===== config.mk =====
export PLATFORM = sky130hd
export DESIGN_NAME = ecu_cmd_unit
export DESIGN_NICKNAME = d
export VERILOG_FILES = /design/src/design/ecu_pkg.sv /design/src/design/ecu_cmd_unit.sv /design/src/design/ecu_reply_tx.sv
export SDC_FILE = /design/constraint.sdc
export NUM_CORES = 2
export LEC_CHECK = 0
export BUFFER_PORTS_ARGS = -buffer_cell sky130_fd_sc_hd__buf_4
export CELL_PAD_IN_SITES_DETAIL_PLACEMENT = 0
export CELL_PAD_IN_SITES_GLOBAL_PLACEMENT = 2
export CORE_MARGIN = 3
export CORE_UTILIZATION = 42
export DETAILED_ROUTE_END_ITERATION = 7
export HOLD_SLACK_MARGIN = 0.1
export PLACE_DENSITY = 0.88
export SYNTH_ARGS = -nofsm -noshare
export SYNTH_HDL_FRONTEND = slang
export SYNTH_SLANG_ARGS = --single-unit

===== constraint.sdc =====
create_clock -name clock_in -period 45 [get_ports clock_in]
set_input_delay 9 -clock clock_in [delete_from_list [all_inputs] [get_ports clock_in]]
set_output_delay 9 -clock clock_in [all_outputs]
set_load 0.02 [all_outputs]

===== src/design/ecu_pkg.sv =====
// Constants, types and helpers for the error flag and interrupt command unit
// What this block does
// - Command 36 clears error flags chosen by type
// - Type 0 all; 1..5 one flag each
// - Command 25 enables the numbered interrupt
// - Number 255 sets the global interrupt enable
// - Command 26 disables the numbered interrupt
// - Number 255 clears the global interrupt enable
// - Command 37 stores handler address per interrupt, in standalone mode only
// - Redefining a vector replaces the old address
// - Reply: host, own, status, instruction, value, checksum
package ecu_pkg;

    // ====================================================
    // Instruction codes and special numbers
    localparam logic [7:0] CMD_IRQ_EN   = 8'h19;
    localparam logic [7:0] CMD_IRQ_DIS  = 8'h1A;
    localparam logic [7:0] CMD_CLR_ERR  = 8'h24;
    localparam logic [7:0] CMD_IRQ_VECTOR_DEFINE_CMD     = 8'h25;
    localparam logic [7:0] CMD_IRQ_RET  = 8'h26;
    localparam logic [7:0] IRQ_ALL      = 8'hFF;

    // ====================================================
    // Clear-error type codes and flag bit positions
    localparam logic [7:0] CLR_ALL      = 8'h00;
    localparam logic [7:0] CLR_TIMEOUT  = 8'h01;
    localparam logic [7:0] CLR_ALARM    = 8'h02;
    localparam logic [7:0] CLR_DEVIATE  = 8'h03;
    localparam logic [7:0] CLR_POSITION = 8'h04;
    localparam logic [7:0] CLR_SHUTDOWN = 8'h05;
    localparam int         FLG_TIMEOUT  = 0;
    localparam int         FLG_ALARM    = 1;
    localparam int         FLG_DEVIATE  = 2;
    localparam int         FLG_POSITION = 3;
    localparam int         FLG_SHUTDOWN = 4;
    localparam int         NUM_FLAGS    = 5;

    // ====================================================
    // Reply status codes and frame layout
    localparam logic [7:0] ST_OK        = 8'h64;
    localparam logic [7:0] ST_BAD_SUM   = 8'h01;
    localparam logic [7:0] ST_BAD_CMD   = 8'h02;
    localparam logic [7:0] ST_BAD_TYPE  = 8'h03;
    localparam logic [7:0] ST_BAD_MODE  = 8'h06;
    localparam logic [3:0] LAST_IDX     = 4'h8;
    localparam logic [3:0] FRAME_BYTES  = 4'h9;

    // ====================================================
    // Register offsets, fields and reset values
    localparam logic [7:0] REG_IRQ_STAT = 8'h00;
    localparam logic [7:0] REG_IRQ_MASK = 8'h04;
    localparam logic [7:0] REG_ERR_FLAG = 8'h08;
    localparam logic [7:0] REG_IRQ_EN   = 8'h0C;
    localparam logic [7:0] REG_ADDRS    = 8'h10;
    localparam logic [7:0] REG_IRQ_VECTOR_DEFINE_CMD_SEL = 8'h14;
    localparam logic [7:0] REG_IRQ_VECTOR_DEFINE_CMD_DAT = 8'h18;
    localparam int         ADR_OWN_LSB  = 0;
    localparam int         ADR_HOST_LSB = 8;
    localparam int         ADR_GEN_BIT  = 16;
    localparam logic [7:0] OWN_ADDR_RST = 8'h01;
    localparam logic [7:0] HOST_ADR_RST = 8'h02;
    localparam logic [3:0] MASK_RST     = 4'h0;

    // ====================================================
    // Interrupt event bits
    localparam int EV_DONE    = 0;
    localparam int EV_SUM_ERR = 1;
    localparam int EV_REFUSED = 2;
    localparam int EV_FLAG    = 3;
    localparam int NUM_EV     = 4;

    typedef enum logic {ECU_RECV, ECU_REPLY} ecu_state_t;

    // Modulo-256 byte sum
    function automatic logic [7:0] add8(input logic [7:0] a, input logic [7:0] b);
        add8 = 8'(a + b);
    endfunction

    // Flag bits hit by a clear-error type code
    function automatic logic [NUM_FLAGS-1:0] clear_mask(input logic [7:0] t);
        clear_mask = '0;
        case (t)
            CLR_ALL:      clear_mask = '1;
            CLR_TIMEOUT:  clear_mask[FLG_TIMEOUT] = 1'b1;
            CLR_ALARM:    clear_mask[FLG_ALARM] = 1'b1;
            CLR_DEVIATE:  clear_mask[FLG_DEVIATE] = 1'b1;
            CLR_POSITION: clear_mask[FLG_POSITION] = 1'b1;
            CLR_SHUTDOWN: clear_mask[FLG_SHUTDOWN] = 1'b1;
            default:      clear_mask = '0;
        endcase
    endfunction

endpackage


===== src/design/ecu_cmd_unit.sv =====
// Command unit for error flag clearing and interrupt control
//
// The placing of the registers and the plain strobed port were chosen for this implementation.
`timescale 1ns/1ps
module ecu_cmd_unit
    import ecu_pkg::*;
#(
    parameter int NUM_IRQ = 32,
    parameter int VEC_W   = 32
) (
    input  wire logic                 clock_in,
    input  wire logic                 reset_in,
    input  wire logic [7:0]           rx_byte_in,
    input  wire logic                 rx_valid_in,
    output logic                      rx_ready_out,
    input  wire logic                 standalone_in,
    input  wire logic [NUM_FLAGS-1:0] err_set_in,
    output logic      [NUM_FLAGS-1:0] err_flags_out,
    output logic      [NUM_IRQ-1:0]   irq_enable_out,
    output logic                      irq_global_en_out,
    output logic      [7:0]           tx_byte_out,
    output logic                      tx_valid_out,
    input  wire logic                 tx_ready_in,
    input  wire logic [7:0]           reg_addr_in,
    input  wire logic [31:0]          reg_wdata_in,
    input  wire logic                 reg_wr_in,
    input  wire logic                 reg_rd_in,
    output logic      [31:0]          reg_rdata_out,
    output logic                      irq_out
);

    localparam int IDX_W = $clog2(NUM_IRQ);

    // ====================================================
    // Declarations
    ecu_state_t           state_ff;
    ecu_state_t           nxt_state;
    logic [3:0]           cnt_ff;
    logic [3:0]           nxt_cnt;
    logic [7:0]           sum_ff;
    logic [7:0]           nxt_sum;
    logic [7:0]           addr_ff;
    logic [7:0]           nxt_addr;
    logic [7:0]           instr_ff;
    logic [7:0]           nxt_instr;
    logic [7:0]           type_ff;
    logic [7:0]           nxt_type;
    logic [31:0]          value_ff;
    logic [31:0]          nxt_value;
    logic                 start_ff;
    logic                 nxt_start;
    logic [7:0]           rep_status_ff;
    logic [7:0]           nxt_rep_status;

    logic [NUM_FLAGS-1:0] err_ff;
    logic [NUM_FLAGS-1:0] nxt_err;
    logic [NUM_IRQ-1:0]   en_ff;
    logic [NUM_IRQ-1:0]   nxt_en;
    logic                 gen_ff;
    logic                 nxt_gen;
    logic [VEC_W-1:0]     irq_vector_define_cmd_mem     [NUM_IRQ];
    logic [VEC_W-1:0]     nxt_irq_vector_define_cmd_mem [NUM_IRQ];
    logic [NUM_EV-1:0]    ev_ff;
    logic [NUM_EV-1:0]    nxt_ev;
    logic [NUM_EV-1:0]    mask_ff;
    logic [NUM_EV-1:0]    nxt_mask;
    logic [7:0]           own_ff;
    logic [7:0]           nxt_own;
    logic [7:0]           host_ff;
    logic [7:0]           nxt_host;
    logic [IDX_W-1:0]     vsel_ff;
    logic [IDX_W-1:0]     nxt_vsel;
    logic [31:0]          rdata_ff;
    logic [31:0]          nxt_rdata;

    logic                 take;
    logic                 frame_end;
    logic                 addr_hit;
    logic                 sum_ok;
    logic                 exec_go;
    logic                 tx_done;
    logic                 num_ok;
    logic [IDX_W-1:0]     idx;
    logic [7:0]           cmd_status;
    logic [NUM_EV-1:0]    ev_set;
    logic [NUM_EV-1:0]    w1c;
    logic [NUM_FLAGS-1:0] clr;

    // ====================================================
    // Frame intake handshake and qualifiers
    assign rx_ready_out = (state_ff == ECU_RECV);
    assign take         = rx_valid_in && rx_ready_out;
    assign frame_end    = take && (cnt_ff == LAST_IDX);
    assign addr_hit     = (addr_ff == own_ff);
    assign sum_ok       = (rx_byte_in == sum_ff);
    assign num_ok       = {24'h000000, type_ff} < 32'(NUM_IRQ);
    assign idx          = type_ff[IDX_W-1:0];
    assign exec_go      = frame_end && addr_hit && (cmd_status == ST_OK);

    // ====================================================
    // Command check and reply status
    always_comb begin
        cmd_status = ST_OK;
        case (instr_ff)
            CMD_CLR_ERR: begin
                if (type_ff > CLR_SHUTDOWN) begin
                    cmd_status = ST_BAD_TYPE;
                end
            end
            CMD_IRQ_EN, CMD_IRQ_DIS: begin
                if (!num_ok && type_ff != IRQ_ALL) begin
                    cmd_status = ST_BAD_TYPE;
                end
            end
            CMD_IRQ_VECTOR_DEFINE_CMD: begin
                if (!standalone_in) begin
                    cmd_status = ST_BAD_MODE;
                end else if (!num_ok) begin
                    cmd_status = ST_BAD_TYPE;
                end
            end
            CMD_IRQ_RET: cmd_status = ST_OK;
            default:     cmd_status = ST_BAD_CMD;
        endcase
        if (!sum_ok) begin
            cmd_status = ST_BAD_SUM;
        end
    end

    // ====================================================
    // Frame collection and reply sequencing
    always_comb begin
        nxt_state = state_ff;
        nxt_cnt = cnt_ff;
        nxt_sum = sum_ff;
        nxt_addr = addr_ff;
        nxt_instr = instr_ff;
        nxt_type = type_ff;
        nxt_value = value_ff;
        nxt_start = 1'b0;
        nxt_rep_status = rep_status_ff;
        case (state_ff)
            ECU_RECV: begin
                if (take) begin
                    nxt_sum = add8(sum_ff, rx_byte_in);
                    nxt_cnt = 4'(cnt_ff + 4'h1);
                    case (cnt_ff)
                        4'h0: nxt_addr = rx_byte_in;
                        4'h1: nxt_instr = rx_byte_in;
                        4'h2: nxt_type = rx_byte_in;
                        4'h4, 4'h5, 4'h6, 4'h7: begin
                            nxt_value = {value_ff[23:0], rx_byte_in};
                        end
                        LAST_IDX: begin
                            nxt_cnt = 4'h0;
                            nxt_sum = 8'h00;
                            if (addr_hit) begin
                                nxt_state = ECU_REPLY;
                                nxt_start = 1'b1;
                                nxt_rep_status = cmd_status;
                            end
                        end
                        default: nxt_cnt = 4'(cnt_ff + 4'h1);
                    endcase
                end
            end
            ECU_REPLY: begin
                if (tx_done) begin
                    nxt_state = ECU_RECV;
                end
            end
            default: nxt_state = ECU_RECV;
        endcase
    end

    always_ff @(posedge clock_in or posedge reset_in) begin
        if (reset_in) begin
            state_ff <= ECU_RECV;
            cnt_ff <= 4'h0;
            sum_ff <= 8'h00;
            addr_ff <= 8'h00;
            instr_ff <= 8'h00;
            type_ff <= 8'h00;
            value_ff <= 32'h00000000;
            start_ff <= 1'b0;
            rep_status_ff <= 8'h00;
        end else begin
            state_ff <= nxt_state;
            cnt_ff <= nxt_cnt;
            sum_ff <= nxt_sum;
            addr_ff <= nxt_addr;
            instr_ff <= nxt_instr;
            type_ff <= nxt_type;
            value_ff <= nxt_value;
            start_ff <= nxt_start;
            rep_status_ff <= nxt_rep_status;
        end
    end

    // ====================================================
    // Reply serializer
    ecu_reply_tx u_reply (
        .clock_in     (clock_in),
        .reset_in     (reset_in),
        .start_in     (start_ff),
        .host_in      (host_ff),
        .own_in       (own_ff),
        .status_in    (rep_status_ff),
        .instr_in     (instr_ff),
        .value_in     (32'h00000000),
        .tx_ready_in  (tx_ready_in),
        .tx_byte_out  (tx_byte_out),
        .tx_valid_out (tx_valid_out),
        .done_out     (tx_done)
    );

    // ====================================================
    // Command effects, events and register file
    always_comb begin
        clr = '0;
        if (exec_go && instr_ff == CMD_CLR_ERR) begin
            clr = clear_mask(type_ff);
        end
        nxt_err = (err_ff & ~clr) | err_set_in;
        nxt_en = en_ff;
        nxt_gen = gen_ff;
        nxt_irq_vector_define_cmd_mem = irq_vector_define_cmd_mem;
        if (exec_go) begin
            case (instr_ff)
                CMD_IRQ_EN: begin
                    if (type_ff == IRQ_ALL) begin
                        nxt_gen = 1'b1;
                    end else begin
                        nxt_en[idx] = 1'b1;
                    end
                end
                CMD_IRQ_DIS: begin
                    if (type_ff == IRQ_ALL) begin
                        nxt_gen = 1'b0;
                    end else begin
                        nxt_en[idx] = 1'b0;
                    end
                end
                CMD_IRQ_VECTOR_DEFINE_CMD: nxt_irq_vector_define_cmd_mem[idx] = value_ff[VEC_W-1:0];
                default:  nxt_gen = gen_ff;
            endcase
        end
        ev_set = '0;
        ev_set[EV_DONE] = tx_done;
        ev_set[EV_SUM_ERR] = frame_end && addr_hit && !sum_ok;
        ev_set[EV_REFUSED] = frame_end && addr_hit && sum_ok && (cmd_status != ST_OK);
        ev_set[EV_FLAG] = |(err_set_in & ~err_ff);
        w1c = '0;
        if (reg_wr_in && reg_addr_in == REG_IRQ_STAT) begin
            w1c = reg_wdata_in[NUM_EV-1:0];
        end
        nxt_ev = (ev_ff & ~w1c) | ev_set;
        nxt_mask = mask_ff;
        nxt_own = own_ff;
        nxt_host = host_ff;
        nxt_vsel = vsel_ff;
        if (reg_wr_in) begin
            case (reg_addr_in)
                REG_IRQ_MASK: nxt_mask = reg_wdata_in[NUM_EV-1:0];
                REG_ADDRS: begin
                    nxt_own = reg_wdata_in[ADR_OWN_LSB +: 8];
                    nxt_host = reg_wdata_in[ADR_HOST_LSB +: 8];
                end
                REG_IRQ_VECTOR_DEFINE_CMD_SEL: nxt_vsel = reg_wdata_in[IDX_W-1:0];
                default:      nxt_vsel = vsel_ff;
            endcase
        end
        nxt_rdata = 32'h00000000;
        if (reg_rd_in) begin
            case (reg_addr_in)
                REG_IRQ_STAT: nxt_rdata = 32'(ev_ff);
                REG_IRQ_MASK: nxt_rdata = 32'(mask_ff);
                REG_ERR_FLAG: nxt_rdata = 32'(err_ff);
                REG_IRQ_EN:   nxt_rdata = 32'(en_ff);
                REG_ADDRS: begin
                    nxt_rdata[ADR_OWN_LSB +: 8] = own_ff;
                    nxt_rdata[ADR_HOST_LSB +: 8] = host_ff;
                    nxt_rdata[ADR_GEN_BIT] = gen_ff;
                end
                REG_IRQ_VECTOR_DEFINE_CMD_SEL: nxt_rdata = 32'(vsel_ff);
                REG_IRQ_VECTOR_DEFINE_CMD_DAT: nxt_rdata = 32'(irq_vector_define_cmd_mem[vsel_ff]);
                default:      nxt_rdata = 32'h00000000;
            endcase
        end
    end

    always_ff @(posedge clock_in or posedge reset_in) begin
        if (reset_in) begin
            err_ff <= '0;
            en_ff <= '0;
            gen_ff <= 1'b0;
            for (int i = 0; i < NUM_IRQ; i++) begin
                irq_vector_define_cmd_mem[i] <= '0;
            end
            ev_ff <= '0;
            mask_ff <= MASK_RST;
            own_ff <= OWN_ADDR_RST;
            host_ff <= HOST_ADR_RST;
            vsel_ff <= '0;
            rdata_ff <= 32'h00000000;
        end else begin
            err_ff <= nxt_err;
            en_ff <= nxt_en;
            gen_ff <= nxt_gen;
            irq_vector_define_cmd_mem <= nxt_irq_vector_define_cmd_mem;
            ev_ff <= nxt_ev;
            mask_ff <= nxt_mask;
            own_ff <= nxt_own;
            host_ff <= nxt_host;
            vsel_ff <= nxt_vsel;
            rdata_ff <= nxt_rdata;
        end
    end

    // Outputs
    assign err_flags_out     = err_ff;
    assign irq_enable_out    = en_ff;
    assign irq_global_en_out = gen_ff;
    assign reg_rdata_out     = rdata_ff;
    assign irq_out           = |(ev_ff & mask_ff);
endmodule


===== src/design/ecu_reply_tx.sv =====
// Reply frame builder and byte serializer
`timescale 1ns/1ps
module ecu_reply_tx
    import ecu_pkg::*;
(
    input  wire logic        clock_in,
    input  wire logic        reset_in,
    input  wire logic        start_in,
    input  wire logic [7:0]  host_in,
    input  wire logic [7:0]  own_in,
    input  wire logic [7:0]  status_in,
    input  wire logic [7:0]  instr_in,
    input  wire logic [31:0] value_in,
    input  wire logic        tx_ready_in,
    output logic      [7:0]  tx_byte_out,
    output logic             tx_valid_out,
    output logic             done_out
);

    logic [7:0] buf_ff     [9];
    logic [7:0] nxt_buf    [9];
    logic [3:0] left_ff;
    logic [3:0] nxt_left;

    // ====================================================
    // Load, checksum and shift
    always_comb begin
        logic [7:0] sum;
        sum = 8'h00;
        nxt_buf = buf_ff;
        nxt_left = left_ff;
        if (start_in) begin
            nxt_buf[0] = host_in;
            nxt_buf[1] = own_in;
            nxt_buf[2] = status_in;
            nxt_buf[3] = instr_in;
            nxt_buf[4] = value_in[31:24];
            nxt_buf[5] = value_in[23:16];
            nxt_buf[6] = value_in[15:8];
            nxt_buf[7] = value_in[7:0];
            for (int i = 0; i < 8; i++) begin
                sum = add8(sum, nxt_buf[i]);
            end
            nxt_buf[8] = sum;
            nxt_left = FRAME_BYTES;
        end else if (left_ff != 4'h0 && tx_ready_in) begin
            for (int i = 0; i < 8; i++) begin
                nxt_buf[i] = buf_ff[i+1];
            end
            nxt_left = 4'(left_ff - 4'h1);
        end
    end

    always_ff @(posedge clock_in or posedge reset_in) begin
        if (reset_in) begin
            for (int i = 0; i < 9; i++) begin
                buf_ff[i] <= 8'h00;
            end
            left_ff <= 4'h0;
        end else begin
            buf_ff <= nxt_buf;
            left_ff <= nxt_left;
        end
    end

    // Handshake and head byte
    assign tx_byte_out  = buf_ff[0];
    assign tx_valid_out = (left_ff != 4'h0);
    assign done_out     = (left_ff == 4'h1) && tx_ready_in;
endmodule


Yosys cells after proc, flatten, opt, wreduce, memory -nomap -nowiden
Cells that the tools add are included.
- RAM bits: 0
- latch bits: 0
- memories: 0
- input port bits: 60
- memory bits (read-only): 0
- bits in registers: 1277
- reduce and logical (&&, ||, !) cells: 43
- bitwise operators: 15
- div/mod/pow operators: 0
- eq/ne operators: 34
- $add $sub $neg: 6
- $lt $le $gt $ge: 7
- shift operators: 0
- muxes and demuxes: 42
- multiply operators: 0
- operator list (kind ; number):
    $bwmux 1024 ; 1
    $mux 32 ; 6
    $bmux 32 s5 ; 1
    $demux 32 s5 ; 1
    $mux 64 ; 2
    $pmux 17 s7 ; 1
    $pmux 32 s2 ; 1
    $eq 8x5->1 const B ; 5
    $add 8x8->8 ; 4
    $and 32x32->32 ; 1
    $not 32->32 ; 1
    $or 32x32->32 ; 1
    $pmux 8 s4 ; 1
    $pmux 15 s2 ; 1
    $mux 7 ; 4
    $eq 8x3->1 const B ; 3
    $eq 8x6->1 const B ; 3
    $eq 4x3->1 const B ; 4
    $eq 8x2->1 const B ; 2
    $eq 8x4->1 const B ; 2
    $eq 8x8->1 ; 2
    $logic_not 8->1 ; 2
    $mux 4 ; 4
    $mux 8 ; 2
    40 further kinds ; 92

Longest topological paths before layout
- depth in word-level cells: 13
- mapped depth: 12

By module
From an unflattened synthesis, not the netlist that was laid out.
- cells, all modules: 4097
- area total of the unflattened synthesis: 59963.8 um^2
- modules (own cells, without submodules) (module ; cells each ; seq. area each (um^2) ; area each (um^2) ; times used):
    ecu_cmd_unit ; 3642 ; 29956.2 ; 55150.4 ; 1
    ecu_reply_tx ; 455 ; 1901.8 ; 4813.4 ; 1

Least setup slack after synthesis
OpenSTA, ideal clock, no wires.
- path type: input to register
- start: in rx_byte_in[0]
- end: reg irq_vector_define_cmd_mem[416] (netlist name)
- required time: 44875 ps
- buffers on the path: 3
- slack: 33407 ps
- cell stages on the path: 10
- data arrival time: 11468 ps
- path through: ha_1 nor4_1 nand3_1 a221oi_4 o211ai_4 buf_6 or4_4 buf_6 buf_6 mux2_4
- cells in the longest elaborated chain, start to end: 5
- ends and longest elaborated chain (element ; line ; text):
    start, declared ; ecu_cmd_unit.sv:13 ; input wire logic [7:0] rx_byte_in,
    $eq 8x8->1 ; ecu_cmd_unit.sv:95 ; assign sum_ok = (rx_byte_in == sum_ff);
    $mux 8 ; ecu_cmd_unit.sv:125 ; if (!sum_ok) begin
    $eq 8x7->1 ; ecu_cmd_unit.sv:98 ; assign exec_go = frame_end && addr_hit && (cmd_status == ST_OK);
    $logic_and 1x1->1 ; ecu_cmd_unit.sv:98 ;
    $reduce_and 2->1 (no line) ; n/a ;
    end signal, assigned ; ecu_cmd_unit.sv:310 ; irq_vector_define_cmd_mem <= nxt_irq_vector_define_cmd_mem;
    end, declared ; ecu_cmd_unit.sv:61 ; logic [VEC_W-1:0] irq_vector_define_cmd_mem [NUM_IRQ];
Every way passes these cells.
A chain may end at the register's enable or synchronous reset.

==> impl_summary.txt <==
----------------------------------------------------
[Placement]
  Number of port buffers ... 124
  Dpl ws ... ~32 ns
  Final weighted congestion in routability-driven placement ... a little over 0.8
  Number of cells after detailed placement ... around 5600
  Half-perimeter wire length after placement ... 85.3 mm

[Timing]
  Sum of negative setup slack ... 0 ns
  Share of the cycle needed by the critical path after routing ... roughly 28%
  Number of max-slew violations in the final report ... 0
  Final hold slack ... between 0.4 and 0.5 ns
  Clock Skews ... ~0.021 ns
  Shortest clock period the worst path allows after layout ... about 13 ns
  Final number of hold-violating endpoints ... 0
  Upper clock frequency limit ... around 0.08 GHz
  Normalized max-slew margin ... between 10% and 20%
  Final critical-path setup slack ... roughly 32 ns
  Setup Viol. Count Final ... 0
  Transition at the pin with the smallest max-transition slack ... between 1 and 1.5 ns
  Unrepaired setup endpoints after global routing ... no

[Yosys]
  Area share of the largest cell type after synthesis ... between 50 and 60%
  #FFs+latches synth ... 1273
  Dominant cell type by area after synthesis ... dfrtp_1
  Cell types with the largest area share after synthesis ... dfrtp_1 (53%), mux2_2 (16%), mux4_2 (11%), mux2_4 (6.8%), mux2i_1 (1.7%)
  Post-Synthesis Cells ... roughly 3900
  Most frequently used flop master after synthesis ... dfrtp_1
  Sequential fraction of the synthesis area ... approximately 53%
  Most frequent cells after synthesis ... dfrtp_1 (1271), mux2_2 (854), mux4_2 (288), mux2_4 (270), clkbuf_1 (196)
  Number of library cell types mapped by synthesis ... 67
  Synthesized area per cell ... 15.4 um2
  EDFF count, synth ... 0
  Most common cell in the netlist ... dfrtp_1
  YS warnings ... 0
  Number of nets produced by synthesis ... 3960
  Post-synthesis instance area ... ~0.060 mm2
  Async set or reset register ratio after synthesis ... 100%

[Pwr]
  Sw frac ... between 20 and 30%
  Fraction of power consumed by the clock network ... 41.4%
  Sequential cell fraction of total power ... 49.8%
  Leak ... roughly 32 nW
  Combinational cell fraction of total power ... between 8 and 9%
  Sw Pwr ... around 0.77 mW
  Ratio of total power to cell area ... 41.2 mW/mm2
  Max rail drop VDD ... around 0.037 mV
  Cell internal power dissipation ... just under 2 mW

[Die]
  Die Width ... 383 um
  Die Y ... ~380 um
  Floorplan die area ... about 0.15 mm2
  I/O pin total ... about 140
  Core region area ... approximately 0.14 mm2
  Number of cell rows ... roughly 140
  Initial cell density of the core ... approximately 42%

[Clock network]
  # Post-CTS Setup Buffers ... 0
  Clock slew at reported path FFs ... about 0.06 ns
  CTS Buf Count ... between 100 and 150
  H-Tree Depth ... 4
  Resize count post-CTS ... 0
  Clock latency at the later pin of the worst-skew pair ... around 0.75 ns
  Quantity of hold-fixing buffers added after cts ... 0
  Number of sinks driven by the clock tree ... between 1000 and 1500
  Buffer cell driving the clock tree root ... clkbuf_16
  CTS tree ... yes
  Maximum root-to-sink buffer count ... 3

[Final layout]
  P&R area growth vs syn ... 10.6%
  Fraction of final layout cells with drive strength greater than 1 ... a little under half
  Number of nets in the finished design ... slightly below 4000
  Final instance count without filler cells ... a little under 6000

[Run status]
  Outcome ... completed

[Worst setup path]
  Kind of end point of the critical path ... async pin
  Worst Path Required ... between 40 and 50 ns
  Type of the worst setup path ... primary input to async pin
  Delay of the slowest cell on the worst path ... 0.93 ns
  Startpoint type of the worst setup path ... primary input
  CP max FO ... roughly 170
  Cell with the most instances on the worst path ... buf_4
  Cell family with most CP delay ... buffers and inverters
  Critical path buffers and inverters ... 6
  Arrival time at the worst endpoint ... ~13 ns
  Ordered list of cells on the worst path ... buf_4 -> inv_8 -> buf_12 -> buf_4 -> buf_4 -> buf_4
  Worst path slowest cell ... buf_4

[GRT]
  GR met3 Demand/Resource ... 3.81%
  Met2 track utilization from global routing ... 34.7%
  GRT Util Overall ... 21.2%
  Remaining global-route overflow ... 0
  Antenna violations before repair ... 3
  Number of global-route vias before repair ... around 35000
  Met1 capacity usage during global routing ... between 20% and 30%
  Highest-utilization routing layer at the global route stage ... met2
  First-pass GRT wire length ... approximately 230 mm
  Largest net degree at the start of global routing ... ~170

[Routing]
  Vias per cell ... approximately 5.8
  Post-route ant nets ... 0
  DR vias ... 33500
  Wire per inst ... 26.7 um
  Initial drt markers ... between 2000 and 3000
  Total routed wirelength ... around 150 mm
  DRC violation count after routing ... 0
  Number of iterations in the first detailed-routing pass ... 5

[Job]
  Number of violations of the max-capacitance limit ... 0

[Worst hold path]
  Kind of path behind the tightest hold check ... flip-flop to flip-flop

----------------------------------------------------
-- cells by family (layout without fill, tap and decap cells) --
family / after synthesis / after routing / share of synthesized area, %
compound gates: 224 / 224 / 2.54
xor+xnor: 28 / 28 / 0.412
fa+ha+maj: 35 / 35 / 0.899
buf+inv: 402 / 455 / 3.71
flops: 1273 / 1273 / 53.5
mux: 1536 / 1536 / 35.9
other cells: 0 / 1 / 0
simple gates: 367 / 367 / 3.03
-- flip-flops by register name, summed over array words and instances, names as in the netlist, named ones only --
name	flops
err_flags_out	5
u_reply.left_ff	4
addr_ff	8
sum_ff	8
u_reply.buf_ff	64
irq_vector_define_cmd_mem	1024
irq_global_en_out	1
instr_ff	8
type_ff	8
reg_rdata_out	32
start_ff	1
own_ff	8
ev_ff	4
vsel_ff	5
rep_status_ff	4
u_reply.tx_byte_out	8
host_ff	8
mask_ff	4
value_ff	32
state_ff	1
cnt_ff	4
-- worst paths after layout --
| check | startpoint | to | slack [ns] | cells after the start |
|---|---|---|---|---|
| setup reg to reg | cnt_ff[0] | irq_vector_define_cmd_mem[489] | 40.27 | 10 |
| setup / recovery | reset_in | irq_vector_define_cmd_mem[995] | 32.50 | 6 |
| hold / removal | sum_ff[0] | sum_ff[0] | 0.47 | 2 |
| hold reg to reg | sum_ff[0] | sum_ff[0] | 0.47 | 2 |
| min in group asynchronous | reset_in | irq_vector_define_cmd_mem[663] | 8.40 | 2 |
| max in group clock_in | rx_valid_in | irq_vector_define_cmd_mem[489] | 32.54 | 8 |
-- metal layers --
metal | share of wire (%) | vias up
met5 | 0 | -
met2 | 49 | 970
met3 | 5.8 | 263
met4 | 2.9 | 0
li1 | - | 14100
met1 | 43 | 18200
-- cell type report --
| cell class | count | area, um2 |
|---|---|---|
| inverter | 28 | 113 |
| clock inverter | 45 | 532 |
| timing repair buffer | 190 | 1460 |
| antenna | 1 | 2.50 |
| multi-input combinational | 2190 | 25600 |
| tap | 1876 | 2350 |
| sequential | 1273 | 31900 |
| fill | 12000 | 74300 |
| clock buffer | 192 | 3940 |
-- stage by stage --
stage                     utilization [%]  power, mW  area (um2)
after floorplan                         -       1.51       59600
after global placement               43.8       1.60       61400
after detailed placement             43.8       1.61       61400
after CTS                            47.0       2.74       65900
after global routing                 47.0       2.82       65900
final                                47.0       2.71       65900
-- power groups by stage --
stage / Clock (mW) / Combinational, mW / Sequential (mW)
after CTS: 1.15 / 0.240 / 1.35
after floorplan: 0 / 0.269 / 1.24
after detailed placement: 0 / 0.238 / 1.37
after global routing: 1.19 / 0.261 / 1.37
final: 1.12 / 0.236 / 1.35
after global placement: 0 / 0.236 / 1.37
-- placed cells by master (no fill, tap or decap), types with 10 or more instances in the layout --
cell type and n:
fa_1 13, clkbuf_8 28, nor3_1 13, nor2b_1 10, xor2_1 14, xnor2_1 14
mux2_1 20, inv_1 27, nand2b_1 23, buf_4 187, mux2_2 854, mux2i_1 104
a22oi_1 46, nor2_1 57, mux2_4 270, ha_1 22, clkbuf_1 26, or4_2 19
o21ai_0 41, clkbuf_16 138, nand2_1 166, clkinv_2 21, a21oi_1 62, dfrtp_1 1265
nand3_1 26, mux4_2 288
-- worst min-delay path, cell delays in order (launching register included) --
cell	delay, ns
dfrtp_1	0.34
nand2_1	0.05
nand2_1	0.05
No activity file was read; power rests on OpenSTA's default activity.
